**config.mk**
```make
export PLATFORM = sky130hd
export DESIGN_NAME = ccu_access_filter_regs
export DESIGN_NICKNAME = d
export VERILOG_FILES = /design/src/ccu_pkg.sv /design/src/ccu_access_filter_regs.sv
export SDC_FILE = /design/constraint.sdc
export NUM_CORES = 1
export LEC_CHECK = 0
export ABC_AREA = 0
export BUFFER_PORTS_ARGS = -buffer_cell sky130_fd_sc_hd__clkbuf_2
export CAP_MARGIN = 20
export CORE_ASPECT_RATIO = 0.75
export CORE_MARGIN = 4
export CORE_UTILIZATION = 48
export CTS_BUF_LIST = sky130_fd_sc_hd__clkbuf_8
export DETAILED_ROUTE_END_ITERATION = 10
export GPL_TIMING_DRIVEN = 0
export HOLD_SLACK_MARGIN = 0.1
export PLACE_DENSITY = 0.83
export SYNTH_ARGS = -nofsm -noshare
export SYNTH_HDL_FRONTEND = slang
export SYNTH_SLANG_ARGS = --single-unit
```
**constraint.sdc**
```tcl
create_clock -name clk_in -period 1.9 [get_ports clk_in]
set_input_delay 0.095 -clock clk_in [delete_from_list [all_inputs] [get_ports clk_in]]
set_output_delay 0.095 -clock clk_in [all_outputs]
set_load 0.02 [all_outputs]
```
**src/ccu_pkg.sv**
```systemverilog
// Package for the coherence unit access and filter register bank.
// Assumes a 32-bit AHB-Lite register bus and up to four cores.
package ccu_pkg;

  // ----------------------------------------------------------------
  // Register map
  // ----------------------------------------------------------------
  localparam logic [7:0] CCU_OFS_INVAL_ALL   = 8'h00;
  localparam logic [7:0] CCU_OFS_FILT_START  = 8'h04;
  localparam logic [7:0] CCU_OFS_FILT_END    = 8'h08;
  localparam logic [7:0] CCU_OFS_WR_PERMIT   = 8'h0c;
  localparam logic [7:0] CCU_OFS_NS_PERMIT   = 8'h10;
  localparam logic [7:0] CCU_OFS_BANK_CFG    = 8'h14;

  // ----------------------------------------------------------------
  // Fields and reset values
  // ----------------------------------------------------------------
  localparam int         CCU_NUM_CORES       = 4;
  localparam int         CCU_INV_FIELD_W     = 4;
  localparam logic [3:0] CCU_INV_TRIGGER     = 4'hf;
  localparam int         CCU_FILT_LSB        = 20;
  localparam int         CCU_FILT_W          = 12;
  localparam logic [3:0] CCU_WR_PERMIT_RST   = 4'hf;
  localparam logic [3:0] CCU_NS_PERMIT_RST   = 4'h0;
  localparam logic [1:0] CCU_HTRANS_NONSEQ   = 2'h2;
  localparam logic [2:0] CCU_HSIZE_WORD      = 3'h2;
  localparam logic [31:0] CCU_ZERO_WORD      = 32'h0000_0000;

  // Sideband that travels with each register write
  typedef struct packed {
    logic [1:0] core_id;
    logic       nonsecure;
  } ccu_writer_t;

  typedef enum logic [2:0] {
    CCU_REG_INV, CCU_REG_FSTART, CCU_REG_FEND, CCU_REG_WPERM, CCU_REG_NSPERM, CCU_REG_CFG, CCU_REG_NONE
  } ccu_reg_sel_t;

endpackage : ccu_pkg

```
**src/ccu_access_filter_regs.sv**
```systemverilog
// Access-control and address-filter registers of the coherence unit.
// Assumes AHB-Lite single word transfers and a writer sideband valid in the address phase.
//
// The placing of the registers and the AHB-Lite register port are this design's own decisions.
`timescale 1ns/1ps

module ccu_access_filter_regs
  import ccu_pkg::*;
(
  input  wire logic                 clk_in,               // Unit clock, 10 MHz
  input  wire logic                 reset_n_in,           // Async reset, active low
  input  wire logic                 hsel_in,              // AHB slave select
  input  wire logic [31:0]          haddr_in,             // AHB address
  input  wire logic [1:0]           htrans_in,            // AHB transfer type
  input  wire logic                 hwrite_in,            // AHB write
  input  wire logic [2:0]           hsize_in,             // AHB size
  input  wire logic [31:0]          hwdata_in,            // AHB write data
  input  wire logic                 hready_in,            // AHB bus ready
  input  wire ccu_pkg::ccu_writer_t writer_in,            // Issuing core and security
  output logic [31:0]               hrdata_out,           // AHB read data
  output logic                      hreadyout_out,        // AHB slave ready
  output logic                      hresp_out,            // AHB response
  input  wire logic [1:0]           num_cores_m1_in,      // Cores present minus one
  input  wire logic                 two_master_ports_in,  // Second master port present
  input  wire logic [11:0]          reset_filter_start_pins_in, // Filter start default
  input  wire logic [11:0]          reset_filter_end_pins_in,   // Filter end default
  input  wire logic [31:0]          route_addr_in,        // Transaction address to steer
  output logic                      route_to_port1_out,   // Address goes to master port 1
  output logic [3:0]                tag_invalidate_out    // Per-core tag clear pulse
);
  import ccu_pkg::*;

  // ----------------------------------------------------------------
  // Address phase capture
  // ----------------------------------------------------------------
  logic                 wr_pend_r;
  logic                 rd_pend_r;
  ccu_reg_sel_t         sel_r;
  ccu_writer_t          writer_r;
  logic                 boot_done_r;
  logic [11:0]          filt_start_r;
  logic [11:0]          filt_end_r;
  logic [3:0]           wr_permit_r;
  logic [3:0]           ns_permit_r;
  logic [3:0]           inv_pulse_r;
  logic [31:0]          hrdata_r;
  logic [3:0]           present;
  logic                 accept;
  logic                 permit_ok;
  ccu_reg_sel_t         sel_nxt;

  assign accept = hsel_in && hready_in && (htrans_in == CCU_HTRANS_NONSEQ) && (hsize_in == CCU_HSIZE_WORD);

  always_comb begin
    unique case (haddr_in[7:0])
      CCU_OFS_INVAL_ALL:  sel_nxt = CCU_REG_INV;
      CCU_OFS_FILT_START: sel_nxt = CCU_REG_FSTART;
      CCU_OFS_FILT_END:   sel_nxt = CCU_REG_FEND;
      CCU_OFS_WR_PERMIT:  sel_nxt = CCU_REG_WPERM;
      CCU_OFS_NS_PERMIT:  sel_nxt = CCU_REG_NSPERM;
      CCU_OFS_BANK_CFG:   sel_nxt = CCU_REG_CFG;
      default:            sel_nxt = CCU_REG_NONE;
    endcase
  end

  always_ff @(posedge clk_in or negedge reset_n_in) begin
    if (!reset_n_in) begin
      wr_pend_r <= 1'b0;
      rd_pend_r <= 1'b0;
      sel_r     <= CCU_REG_NONE;
      writer_r  <= '0;
    end else begin
      wr_pend_r <= accept && hwrite_in;
      rd_pend_r <= accept && !hwrite_in;
      if (accept) begin
        sel_r    <= sel_nxt;
        writer_r <= writer_in;
      end
    end
  end

  // ----------------------------------------------------------------
  // Write permission
  // ----------------------------------------------------------------
  // Cores above the present count are treated as absent
  always_comb begin
    for (int i = 0; i < CCU_NUM_CORES; i++) begin
      present[i] = (2'(i) <= num_cores_m1_in);
    end
  end

  // Secure needs the permit bit; non-secure also needs its own bit
  assign permit_ok = wr_permit_r[writer_r.core_id] &&
                     (!writer_r.nonsecure || ns_permit_r[writer_r.core_id]);

  always_ff @(posedge clk_in or negedge reset_n_in) begin
    if (!reset_n_in) begin
      wr_permit_r <= CCU_WR_PERMIT_RST;
    end else if (wr_pend_r && permit_ok && sel_r == CCU_REG_WPERM) begin
      // Once all bits are cleared, no core can write again until reset, so zero is a lock
      wr_permit_r <= hwdata_in[3:0];
    end
  end

  // Non-secure permit is Secure-only writable
  always_ff @(posedge clk_in or negedge reset_n_in) begin
    if (!reset_n_in) begin
      ns_permit_r <= CCU_NS_PERMIT_RST;
    end else if (wr_pend_r && permit_ok && !writer_r.nonsecure && sel_r == CCU_REG_NSPERM) begin
      ns_permit_r <= hwdata_in[3:0];
    end
  end

  // ----------------------------------------------------------------
  // Tag invalidate command
  // ----------------------------------------------------------------
  always_ff @(posedge clk_in or negedge reset_n_in) begin
    if (!reset_n_in) begin
      inv_pulse_r <= 4'h0;
    end else begin
      for (int i = 0; i < CCU_NUM_CORES; i++) begin
        inv_pulse_r[i] <= wr_pend_r && sel_r == CCU_REG_INV && permit_ok && !writer_r.nonsecure &&
                          present[i] &&
                          hwdata_in[i*CCU_INV_FIELD_W +: CCU_INV_FIELD_W] == CCU_INV_TRIGGER;
      end
    end
  end
  assign tag_invalidate_out = inv_pulse_r;

  // ----------------------------------------------------------------
  // Filter range
  // ----------------------------------------------------------------
  // Pins are caught on the first clock after release, never under reset
  always_ff @(posedge clk_in or negedge reset_n_in) begin
    if (!reset_n_in) begin
      boot_done_r  <= 1'b0;
      filt_start_r <= '0;
      filt_end_r   <= '0;
    end else if (!boot_done_r) begin
      boot_done_r  <= 1'b1;
      filt_start_r <= reset_filter_start_pins_in;
      filt_end_r   <= reset_filter_end_pins_in;
    end else if (wr_pend_r && permit_ok && two_master_ports_in) begin
      if (sel_r == CCU_REG_FSTART) begin
        filt_start_r <= hwdata_in[CCU_FILT_LSB +: CCU_FILT_W];
      end
      if (sel_r == CCU_REG_FEND) begin
        filt_end_r <= hwdata_in[CCU_FILT_LSB +: CCU_FILT_W];
      end
    end
  end

  // Inclusive end; end below start leaves the window empty
  assign route_to_port1_out = two_master_ports_in && boot_done_r &&
                              route_addr_in[CCU_FILT_LSB +: CCU_FILT_W] >= filt_start_r &&
                              route_addr_in[CCU_FILT_LSB +: CCU_FILT_W] <= filt_end_r;

  // ----------------------------------------------------------------
  // Read data
  // ----------------------------------------------------------------
  // Loaded in the address phase for zero wait states; a read right
  // behind a write to the same register returns the value before it
  always_ff @(posedge clk_in or negedge reset_n_in) begin
    if (!reset_n_in) begin
      hrdata_r <= CCU_ZERO_WORD;
    end else if (accept && !hwrite_in) begin
      hrdata_r <= CCU_ZERO_WORD;
      unique case (sel_nxt)
        CCU_REG_FSTART: if (two_master_ports_in) hrdata_r[CCU_FILT_LSB +: CCU_FILT_W] <= filt_start_r;
        CCU_REG_FEND:   if (two_master_ports_in) hrdata_r[CCU_FILT_LSB +: CCU_FILT_W] <= filt_end_r;
        CCU_REG_WPERM:  hrdata_r[3:0] <= wr_permit_r;
        CCU_REG_NSPERM: hrdata_r[3:0] <= ns_permit_r;
        CCU_REG_CFG:    hrdata_r[2:0] <= {two_master_ports_in, num_cores_m1_in};
        CCU_REG_INV, CCU_REG_NONE: hrdata_r <= CCU_ZERO_WORD;
      endcase
    end
  end

  assign hrdata_out    = hrdata_r;
  assign hreadyout_out = 1'b1;
  assign hresp_out     = 1'b0;

  // ----------------------------------------------------------------
  // Checks
  // ----------------------------------------------------------------
  property p_inv_needs_ones;
    @(posedge clk_in) disable iff (!reset_n_in)
      tag_invalidate_out[0] |-> $past(hwdata_in[3:0]) == CCU_INV_TRIGGER;
  endproperty
  a_inv_needs_ones: assert property (p_inv_needs_ones) else $error("invalidate without 1111");

  property p_inv_absent;
    @(posedge clk_in) disable iff (!reset_n_in)
      tag_invalidate_out[3] |-> $past(num_cores_m1_in) == 2'h3;
  endproperty
  a_inv_absent: assert property (p_inv_absent) else $error("absent core invalidated");

  property p_inv_secure;
    @(posedge clk_in) disable iff (!reset_n_in)
      (|tag_invalidate_out) |-> !$past(writer_r.nonsecure) && $past(permit_ok);
  endproperty
  a_inv_secure: assert property (p_inv_secure) else $error("invalidate not secure or permitted");

  property p_empty_window;
    @(posedge clk_in) disable iff (!reset_n_in)
      (filt_end_r < filt_start_r) |-> !route_to_port1_out;
  endproperty
  a_empty_window: assert property (p_empty_window) else $error("route with end below start");

  property p_equal_window;
    @(posedge clk_in) disable iff (!reset_n_in)
      (boot_done_r && two_master_ports_in && filt_end_r == filt_start_r &&
       route_addr_in[CCU_FILT_LSB +: CCU_FILT_W] == filt_end_r) |-> route_to_port1_out;
  endproperty
  a_equal_window: assert property (p_equal_window) else $error("equal window not routed");

  property p_start_sample;
    @(posedge clk_in) disable iff (!reset_n_in)
      $rose(boot_done_r) |-> filt_start_r == $past(reset_filter_start_pins_in) &&
                              filt_end_r == $past(reset_filter_end_pins_in);
  endproperty
  a_start_sample: assert property (p_start_sample) else $error("filter pins not sampled");

  property p_single_port;
    @(posedge clk_in) disable iff (!reset_n_in)
      (boot_done_r && $past(boot_done_r) && !two_master_ports_in && !$past(two_master_ports_in)) |->
        $stable(filt_start_r) && $stable(filt_end_r);
  endproperty
  a_single_port: assert property (p_single_port) else $error("filter written in single port");

  property p_dropped;
    @(posedge clk_in) disable iff (!reset_n_in)
      (wr_pend_r && !permit_ok) |=> $stable(wr_permit_r) && $stable(ns_permit_r);
  endproperty
  a_dropped: assert property (p_dropped) else $error("unpermitted write took effect");

  property p_lock;
    @(posedge clk_in) disable iff (!reset_n_in)
      (wr_permit_r == 4'h0) |=> wr_permit_r == 4'h0 ##1 wr_permit_r == 4'h0;
  endproperty
  a_lock: assert property (p_lock) else $error("locked permit changed");

  // ----------------------------------------------------------------
  // Checks on the remaining fields and on read data
  // ----------------------------------------------------------------
  property p_inv_ones_c1;
    @(posedge clk_in) disable iff (!reset_n_in)
      tag_invalidate_out[1] |-> $past(hwdata_in[CCU_INV_FIELD_W +: CCU_INV_FIELD_W]) == CCU_INV_TRIGGER;
  endproperty
  a_inv_ones_c1: assert property (p_inv_ones_c1) else $error("core 1 invalidate without 1111");

  property p_inv_ones_c2;
    @(posedge clk_in) disable iff (!reset_n_in)
      tag_invalidate_out[2] |-> $past(hwdata_in[2*CCU_INV_FIELD_W +: CCU_INV_FIELD_W]) == CCU_INV_TRIGGER;
  endproperty
  a_inv_ones_c2: assert property (p_inv_ones_c2) else $error("core 2 invalidate without 1111");

  property p_inv_ones_c3;
    @(posedge clk_in) disable iff (!reset_n_in)
      tag_invalidate_out[3] |-> $past(hwdata_in[3*CCU_INV_FIELD_W +: CCU_INV_FIELD_W]) == CCU_INV_TRIGGER;
  endproperty
  a_inv_ones_c3: assert property (p_inv_ones_c3) else $error("core 3 invalidate without 1111");

  property p_inv_absent_c2;
    @(posedge clk_in) disable iff (!reset_n_in)
      tag_invalidate_out[2] |-> $past(num_cores_m1_in) >= 2'h2;
  endproperty
  a_inv_absent_c2: assert property (p_inv_absent_c2) else $error("absent core 2 invalidated");

  property p_inv_absent_c1;
    @(posedge clk_in) disable iff (!reset_n_in)
      tag_invalidate_out[1] |-> $past(num_cores_m1_in) >= 2'h1;
  endproperty
  a_inv_absent_c1: assert property (p_inv_absent_c1) else $error("absent core 1 invalidated");

  property p_inv_dropped;
    @(posedge clk_in) disable iff (!reset_n_in)
      (wr_pend_r && !permit_ok) |=> tag_invalidate_out == 4'h0;
  endproperty
  a_inv_dropped: assert property (p_inv_dropped) else $error("invalidate from unpermitted write");

  property p_ns_secure_only;
    @(posedge clk_in) disable iff (!reset_n_in)
      (wr_pend_r && writer_r.nonsecure) |=> $stable(ns_permit_r);
  endproperty
  a_ns_secure_only: assert property (p_ns_secure_only) else $error("non-secure write changed ns permit");

  property p_filt_dropped;
    @(posedge clk_in) disable iff (!reset_n_in)
      (wr_pend_r && !permit_ok) |=> $stable(filt_start_r) && $stable(filt_end_r);
  endproperty
  a_filt_dropped: assert property (p_filt_dropped) else $error("unpermitted filter write landed");

  property p_wperm_write;
    @(posedge clk_in) disable iff (!reset_n_in)
      (wr_pend_r && permit_ok && sel_r == CCU_REG_WPERM) |=> wr_permit_r == $past(hwdata_in[CCU_NUM_CORES-1:0]);
  endproperty
  a_wperm_write: assert property (p_wperm_write) else $error("permitted permit write lost");

  property p_fstart_write;
    @(posedge clk_in) disable iff (!reset_n_in)
      (wr_pend_r && permit_ok && two_master_ports_in && sel_r == CCU_REG_FSTART) |=>
        filt_start_r == $past(hwdata_in[CCU_FILT_LSB +: CCU_FILT_W]);
  endproperty
  a_fstart_write: assert property (p_fstart_write) else $error("permitted start write lost");

  property p_single_read;
    @(posedge clk_in) disable iff (!reset_n_in)
      (rd_pend_r && (sel_r == CCU_REG_FSTART || sel_r == CCU_REG_FEND) && !$past(two_master_ports_in)) |->
        hrdata_out == CCU_ZERO_WORD;
  endproperty
  a_single_read: assert property (p_single_read) else $error("filter read not zero in single port");

  property p_reserved_read;
    @(posedge clk_in) disable iff (!reset_n_in)
      rd_pend_r |-> hrdata_out[CCU_FILT_LSB-1:CCU_NUM_CORES] == '0;
  endproperty
  a_reserved_read: assert property (p_reserved_read) else $error("reserved bits read nonzero");

  property p_route_bounds;
    @(posedge clk_in) disable iff (!reset_n_in)
      route_to_port1_out |-> two_master_ports_in && filt_start_r <= filt_end_r;
  endproperty
  a_route_bounds: assert property (p_route_bounds) else $error("route with empty window");

  property p_permit_reset;
    @(posedge clk_in) disable iff (!reset_n_in)
      $rose(boot_done_r) |-> wr_permit_r == CCU_WR_PERMIT_RST && ns_permit_r == CCU_NS_PERMIT_RST;
  endproperty
  a_permit_reset: assert property (p_permit_reset) else $error("permit bits wrong after reset");

  c_invalidate: cover property (@(posedge clk_in) disable iff (!reset_n_in) |tag_invalidate_out);
  c_lock:       cover property (@(posedge clk_in) disable iff (!reset_n_in) wr_permit_r == 4'h0);
  c_route:      cover property (@(posedge clk_in) disable iff (!reset_n_in) route_to_port1_out);
  c_equal:      cover property (@(posedge clk_in) disable iff (!reset_n_in)
                                route_to_port1_out && filt_start_r == filt_end_r);

endmodule : ccu_access_filter_regs

```
==> flow_metrics.py, run 1 <==
metrics = {
    "final_layout": {
        "antenna_cells_inserted": 0,
        "final_nets": 732,
        "num-fill-cells": 472,
        "drive_gt1_share_pct": 33.3,
        "layout-area-overhead-vs-synth_pct": 48.1,
    },
    "hold_path": {
        "type_of_the_most_critical_hold_path": "primary input to register",
    },
    "setup_path": {
        "critPathRequiredTime_ns": 1.80,
        "critical-path-slowest-cell": "dfrtp_1",
        "worst_path_largest_cell_delay_ns": 0.40,
        "crit_buf_inv": 2,
        "setup.reg_to_reg.worst_slack_ns": 0.09,
        "setup.worst_path.start_class": "register",
        "worst-setup-path-type": "register to output pin",
        "cp_max_fo": 3,
        "worstPathArrival_ns": 2.23,
        "worst_path_cell_chain": "inv_2, ha_4, a211oi_2, o211ai_1, a221oi_2, o2111ai_2, a311oi_2, buf_4",
        "cp-end-kind": "output pin",
        "cp_top_family": "compound AO/OA/AOI/OAI gates",
    },
    "clocking": {
        "insertion_delay_ns": 0.36,
        "tritoncts": "done",
        "worst_setup_hold_path_clk_slew_ns": 0.07,
        "cts-root-buf": "clkbuf_8",
        "cts-root-to-sink-buffers": 2,
        "clock-sinks": 60,
        "cts-htree-levels": 3,
        "cts_inserted_buffers": 9,
    },
    "status": {
        "violations_in_the_final_reports": "setup timing",
        "outcome": "finished, violations left",
    },
    "placement": {
        "place.gp.congestion": 0.950,
        "port-buffer-count": 108,
        "place_hpwl_mm": 7.57,
    },
    "logic_synthesis": {
        "synthesis.area_per_instance_um2": 9.63,
        "ys.warnings.count": 0,
        "synthDistinctLibCells": 45,
        "postSynthRegisterBits": 60,
        "synth_cells": 369,
        "ys_seq_area_share_pct": 42.5,
        "synth.cell_area_mm2": 0.00355,
    },
    "global_routing": {
        "antenna_found_initial": 0,
        "grt_overflow": 0,
        "grt_util_overall_pct": 27.2,
        "pin_count_of_the_biggest_net_entering_global_routing": 61,
        "grt_pass1_vias": 3735,
        "grt_pass1_wl_mm": 18.1,
    },
    "routing": {
        "pre_repair_dr_iteration_count": 8,
        "drtIter0Drc": 288,
        "routed-via-count": 3715,
        "finalWirelength_mm": 12.0,
        "ant_nets": 0,
        "post-route-drc-count": 0,
        "avgViaCountPerCell": 5.50,
        "wl_per_cell_um": 17.8,
    },
    "timing": {
        "fin_crit_ns": 2.32,
        "total_of_endpoints_with_negative_setup_slack_in_the_final_report": 1,
        "timing.fmax_mhz": 431,
        "finalHoldWorstSlack_ns": 0.171,
        "worst_pin_slew_ns": 0.833,
        "fin_ws_ns": -0.422,
        "timing.final.max_slew_violations": 0,
        "rsz0062_at_grt": "true",
        "fin_crit_sh_pct": 122,
        "maxSlewHeadroom_pct": 44.4,
        "final.setup_skew_ns": 0.00830,
        "final_number_of_hold_violating_endpoints": 0,
    },
    "pwr": {
        "vdd_drop_max_v": 0.000517,
        "clockPowerShare_pct": 38.7,
        "power_leakage_nw": 2.70,
        "power_switching_mw": 1.01,
        "power.density_mw_per_mm2": 675,
        "power.share.switching_pct": 28.5,
        "share_seq_of_total_power_pct": 41.0,
        "total_power_mw": 3.55,
        "internal-power_mw": 2.54,
        "share_comb_of_total_power_pct": 20.4,
    },
    "die": {
        "die_height_um": 82.5,
        "top_level_port_count": 175,
        "die_area_mm2": 0.00886,
        "placementRows": 26,
        "core_area_mm2": 0.00699,
        "horizontal_extent_of_the_die_um": 107,
        "initial_util_pct": 50.8,
    },
    "run": {
        "number_of_max_cap_violations": 0,
    },
}
worst reg2reg max path: cells and delay by family (launching register included):
kind            cells  cell delay (ns)
simple gates        3             0.59
flops               1             0.56
mux                 1             0.36
compound gates      1             0.24
repair_timing:
item	4_1_cts	5_1_grt
endpoints found under the hold margin	98	0
hold buffers	60	0
endpoints found under the setup margin	3	32
setup buffers	4	3
pin swaps	5	7
resized for setup	7	15
per-stage QoR:
stage | instances | setup WS (ns) | instance area, µm² | TNS (ns) | utilization, %
after detailed placement | 592 | -0.157 | 4290 | -1.57 | 61.3
after CTS | 672 | -0.455 | 5180 | -0.455 | 74.0
after floorplan | 386 | 0.0449 | 3620 | 0 | -
after global placement | 592 | -0.151 | 4290 | -1.12 | 61.3
after global routing | 675 | -0.599 | 5260 | -0.605 | 75.2
final | 675 | -0.422 | 5260 | -0.422 | 75.2
cell usage after synthesis:
master,n,area share (%)
a211o_1,2,0.49
a211oi_1,2,0.42
a21o_1,2,0.42
a21oi_1,31,4.4
a221oi_1,1,0.25
a22oi_1,15,3.2
a311oi_1,1,0.25
and2_1,1,0.18
and3_1,1,0.18
and4b_2,1,0.32
buf_2,3,0.42
buf_4,18,3.8
buf_6,1,0.32
clkbuf_1,6,0.63
clkbuf_2,1,0.14
clkbuf_8,2,0.78
conb_1,2,0.21
dfrtp_1,54,38
dfstp_2,6,4.4
ha_1,24,8.5
inv_1,26,2.7
mux2_2,10,3.2
mux2i_1,24,6.8
nand2_1,30,3.2
nand2b_1,6,1.1
nand3_1,4,0.56
nand4_1,8,1.4
nand4b_1,2,0.49
nand4bb_1,1,0.32
nor2_1,31,3.3
nor2b_1,7,1.2
nor3_1,7,0.99
nor4_1,2,0.35
nor4b_1,2,0.49
nor4b_4,1,0.67
o2111ai_1,1,0.25
o211ai_1,1,0.21
o21a_1,2,0.42
o21ai_0,12,1.7
o21ai_1,10,1.4
o221ai_1,2,0.49
o22a_1,3,0.74
or3_1,1,0.18
or3b_4,1,0.32
or4_4,1,0.32
flip-flops by register name, summed over array words and instances, names as in the netlist:
signal              count
hrdata_out             16
filt_end_r             12
filt_start_r           12
ns_permit_r             4
tag_invalidate_out      4
wr_permit_r             4
sel_r                   3
writer_r                3
boot_done_r             1
wr_pend_r               1
final timing paths:
kind	cells past startpoint	startpoint	endpoint
worst max-delay path	8	filt_end_r[9]	route_to_port1_out
worst min-delay path	4	htrans_in[0]	hrdata_out[25]
worst max register to register	5	wr_permit_r[1]	wr_permit_r[0]
worst min register to register	2	hrdata_out[31]	hrdata_out[31]
max in group asynchronous	2	reset_n_in	writer_r[0]
min in group asynchronous	2	reset_n_in	hrdata_out[23]
placed cells by master, fill, tap and decap left out, types with 3 or more instances in the layout:
cell type and n:
clkbuf_2 107, dlygate4sd3_1 60, dfrtp_1 53, nor2_1 31, nand2_1 29, a21oi_1 29
buf_4 27, inv_1 25, mux2i_1 24, ha_1 23, conb_1 19, a22oi_1 15
clkbuf_8 13, o21ai_1 12, o21ai_0 10, mux2_2 10, nand4_1 8, nor2b_1 7
nor3_1 7, nand2b_1 6, clkbuf_1 6, dfstp_2 6, nand3_1 3, o22a_1 3
power by group through the flow:
stage | combinational (mW) | sequential [mW] | clock [mW]
4_1_cts | 0.665 | 1.44 | 1.37
2_1_floorplan | 0.338 | 1.44 | 0
6_report | 0.724 | 1.45 | 1.37
5_1_grt | 0.797 | 1.46 | 1.43
3_3_place_gp | 0.526 | 1.46 | 0
3_5_place_dp | 0.545 | 1.47 | 0
layout make-up:
class	instances	area (µm²)	area share (%)
well taps	98	123	2.33
multi-input cells	269	1870	35.6
clock inverters	5	83.8	1.59
repair buffers	175	1200	22.8
plain buffers	31	225	4.28
clock buffers	11	151	2.88
inverters	26	97.6	1.86
flip-flops and latches	60	1510	28.7
per-layer routing:
metal  GRT usage (%)  up-vias  wire (µm)
li1                -     1677          -
met1            31.8     1724       4590
met2            46.9      255       5760
met3            7.38       59       1200
met4            13.4        0        479
met5               0        -          0
cell families after synthesis:
kind of cell             synth area share, %
AO/OA/AOI/OAI                           14.6
adder cells (fa/ha/maj)                 8.45
buffers and inverters                   8.84
flip-flops                              42.5
multiplexers                            9.93
other                                  0.211
AND/OR/NAND/NOR                         15.5
Note: power is estimated with default switching activity, not from simulation.
==> inputs of run 2 (changes only) <==
--- a/config.mk
+++ b/config.mk
@@ -7,15 +7,15 @@
 export LEC_CHECK = 0
 export ABC_AREA = 0
 export BUFFER_PORTS_ARGS = -buffer_cell sky130_fd_sc_hd__clkbuf_2
-export CAP_MARGIN = 20
+export CAP_MARGIN = 25
 export CORE_ASPECT_RATIO = 0.75
 export CORE_MARGIN = 4
-export CORE_UTILIZATION = 48
+export CORE_UTILIZATION = 43
 export CTS_BUF_LIST = sky130_fd_sc_hd__clkbuf_8
 export DETAILED_ROUTE_END_ITERATION = 10
 export GPL_TIMING_DRIVEN = 0
 export HOLD_SLACK_MARGIN = 0.1
-export PLACE_DENSITY = 0.83
+export PLACE_DENSITY = 0.79
 export SYNTH_ARGS = -nofsm -noshare
 export SYNTH_HDL_FRONTEND = slang
 export SYNTH_SLANG_ARGS = --single-unit
==> constraint.sdc (replaced) <==
create_clock -name clk_in -period 2.1 [get_ports clk_in]
set_input_delay 0.105 -clock clk_in [delete_from_list [all_inputs] [get_ports clk_in]]
set_output_delay 0.105 -clock clk_in [all_outputs]
set_load 0.02 [all_outputs]
==> run 2 against run 1 <==
  * The run still ends with setup timing left
  * Register-to-register slack improved by 0.05 ns
  * Utilization decreased by 9.9 points
  * Hold slack got worse by 0.050 ns
  * Highest routed layer unchanged
  * Critical path type unchanged
  * Wire length decreased by 6.0%
  * Non-clock buffer count decreased by 3
  * First-iteration DRC count decreased by 5.2%
  * Combinational power decreased by 12%
  * Clock power decreased by 22%
  * Critical endpoint unchanged
  * Final cell count increased by 0.59%
  * Sequential power decreased by 9.7%
  * Largest cell class unchanged
==> flow_metrics.py, run 2 (same netlist as run 1, synthesis figures left out) <==
metrics = {
    "status": {
        "outcome": "finished, violations left",
        "violations_in_the_final_reports": "setup timing",
    },
    "final_layout": {
        "final_common_cell": "clkbuf_2",
        "largest_register_ff_count": 16,
        "antenna_cells_inserted": 0,
        "mostFrequentLayoutCells": "107 x clkbuf_2, 58 x dlygate4sd3_1, 54 x dfrtp_1",
        "layout-area-overhead-vs-synth_pct": 46.1,
        "final_util_pct": 65.3,
        "final_nets": 729,
        "fin_area_mm2": 0.00519,
        "finish.cell_count_without_fillers": 679,
        "drive_gt1_share_pct": 32.1,
    },
    "placement": {
        "placedInstanceArea_mm2": 0.00429,
        "post-place-cells": 599,
        "place_ws_ns": -0.0271,
        "place.gp.congestion": 0.896,
        "place_hpwl_mm": 7.83,
        "port-buffer-count": 108,
    },
    "clocking": {
        "cts-root-buf": "clkbuf_8",
        "cts-root-to-sink-buffers": 2,
        "cts_inserted_buffers": 9,
        "tritoncts": "done",
        "worst_setup_hold_path_clk_slew_ns": 0.07,
        "clock-sinks": 60,
        "cts-htree-levels": 3,
        "insertion_delay_ns": 0.34,
    },
    "timing": {
        "worst_pin_slew_ns": 0.843,
        "final.setup_skew_ns": 0.0144,
        "fin_crit_sh_pct": 110,
        "fin_ws_ns": -0.211,
        "maxSlewHeadroom_pct": 43.8,
        "timing.final.max_slew_violations": 0,
        "timing.fmax_mhz": 433,
        "fin_crit_ns": 2.31,
        "rsz0062_at_grt": "true",
        "total_of_endpoints_with_negative_setup_slack_in_the_final_report": 1,
        "final_number_of_hold_violating_endpoints": 0,
    },
    "routing": {
        "wl_per_cell_um": 16.7,
        "routed-via-count": 3540,
        "ant_nets": 0,
        "avgViaCountPerCell": 5.21,
        "post-route-drc-count": 0,
        "drtIter0Drc": 273,
        "pre_repair_dr_iteration_count": 6,
        "finalWirelength_mm": 11.3,
    },
    "setup_path": {
        "setup.reg_to_reg.worst_slack_ns": 0.14,
        "worst-setup-path-type": "register to output pin",
        "setup.worst_path.start_class": "register",
        "cp_top_family": "compound AO/OA/AOI/OAI gates",
        "startpoint": "filt_start_r[11]",
        "worst_r2r_endpoint": "filt_start_r[3]",
        "crit_buf_inv": 2,
        "worst_path_cell_chain": "inv_1, ha_1, a211o_1, a211oi_2, o21ai_1, a21oi_1, a311oi_2, buf_4",
        "critical_path.reg2reg.startpoint": "writer_r[0]",
        "cp-end-kind": "output pin",
        "critical-path-slowest-cell": "dfrtp_1",
        "worst_path_largest_cell_delay_ns": 0.40,
        "cp_max_fo": 3,
        "worst-r2r-cell-count": 6,
        "critPathRequiredTime_ns": 2.00,
        "worstPathArrival_ns": 2.21,
    },
    "hold_path": {
        "type_of_the_most_critical_hold_path": "primary input to register",
        "min_delay_worst_endpoint": "hrdata_out[3]",
        "hold_depth": 4,
        "min-delay-start": "haddr_in[6]",
    },
    "die": {
        "core_area_mm2": 0.00795,
        "placementRows": 28,
        "horizontal_extent_of_the_die_um": 113,
        "die_height_um": 86.7,
        "initial_util_pct": 44.7,
        "top_level_port_count": 175,
        "die_area_mm2": 0.00979,
    },
    "global_routing": {
        "grt_util_met3_pct": 5.44,
        "pin_count_of_the_biggest_net_entering_global_routing": 61,
        "grtUsageMet2_pct": 39.5,
        "grt_util_overall_pct": 23.6,
        "gr-max-usage-layer": "met2",
        "antenna_found_initial": 0,
        "grt_pass1_vias": 3596,
        "grt_pass1_wl_mm": 17.9,
        "grtUsageMet1_pct": 30.3,
        "grt_overflow": 0,
    },
    "run": {
        "number_of_max_cap_violations": 0,
    },
    "pwr": {
        "power_leakage_nw": 2.68,
        "vdd_drop_max_v": 0.000321,
        "power.density_mw_per_mm2": 581,
    },
}
-- run 2: changes by cell type in the layout (fill, tap and decap cells not counted), sizes merged --
cell,delta
clkinv,+1
buf,-1
inv,+1
bufinv,-1
dlygate4sd3,-2
clkinvlp,-1
-- run 2: worst max-delay path by stage --
stage / slack [ns] / cells past startpoint / endpoint
global route: -0.32 / 8 / route_to_port1_out
detailed placement: -0.03 / 8 / route_to_port1_out
finish: -0.21 / 8 / route_to_port1_out
floorplan: 0.03 / 7 / route_to_port1_out
CTS: -0.22 / 8 / route_to_port1_out
global placement: -0.09 / 8 / route_to_port1_out
-- run 2: cell type report --
class | count | area [µm²]
buffer | 31 | 219
clock buffer | 11 | 151
clock inverter | 5 | 51.3
fill | 642 | 2760
inverter | 26 | 97.6
multi-input combinational | 269 | 1860
sequential | 60 | 1510
tap | 105 | 131
timing repair buffer | 172 | 1170
-- run 2: where the power goes --
part,internal [mW],switching (mW)
clock,0.604,0.463
sequential,1.24,0.0753
combinational,0.329,0.311
-- run 2: repair_timing --
item | CTS | global route
pin swaps | 6 | 1
resized for setup | 9 | 7
hold buffers | 58 | 0
hold endpoints to repair | 97 | 0
buffers inserted | 6 | 0
setup endpoints to repair | 1 | 3
-- run 2: metal layers --
layer	part of all wire [%]	up-vias	routed length, µm
met3	8.0	30	909
met5	0	-	0
li1	-	1670	-
met4	2.9	0	331
met2	47	169	5350
met1	42	1671	4720
-- run 2: worst reg2reg max path: cells and delay by family (launching register included) --
kind	cells	cell delay [ns]
AO/OA/AOI/OAI	2	0.37
flip-flops	1	0.47
buffers and inverters	1	0.29
AND/OR/NAND/NOR	2	0.44
multiplexers	1	0.23
-- run 2: through the flow --
| stage | hold WS (ns) | setup TNS [ns] | power, mW |
|---|---|---|---|
| 2_1_floorplan | -0.191 | 0 | 1.61 |
| 3_3_place_gp | 0.327 | -0.0885 | 1.81 |
| 3_5_place_dp | 0.286 | -0.0271 | 1.82 |
| 4_1_cts | 0.112 | -0.224 | 3.00 |
| 5_1_grt | 0.137 | -0.319 | 3.16 |
| 6_report | 0.120 | -0.211 | 3.02 |
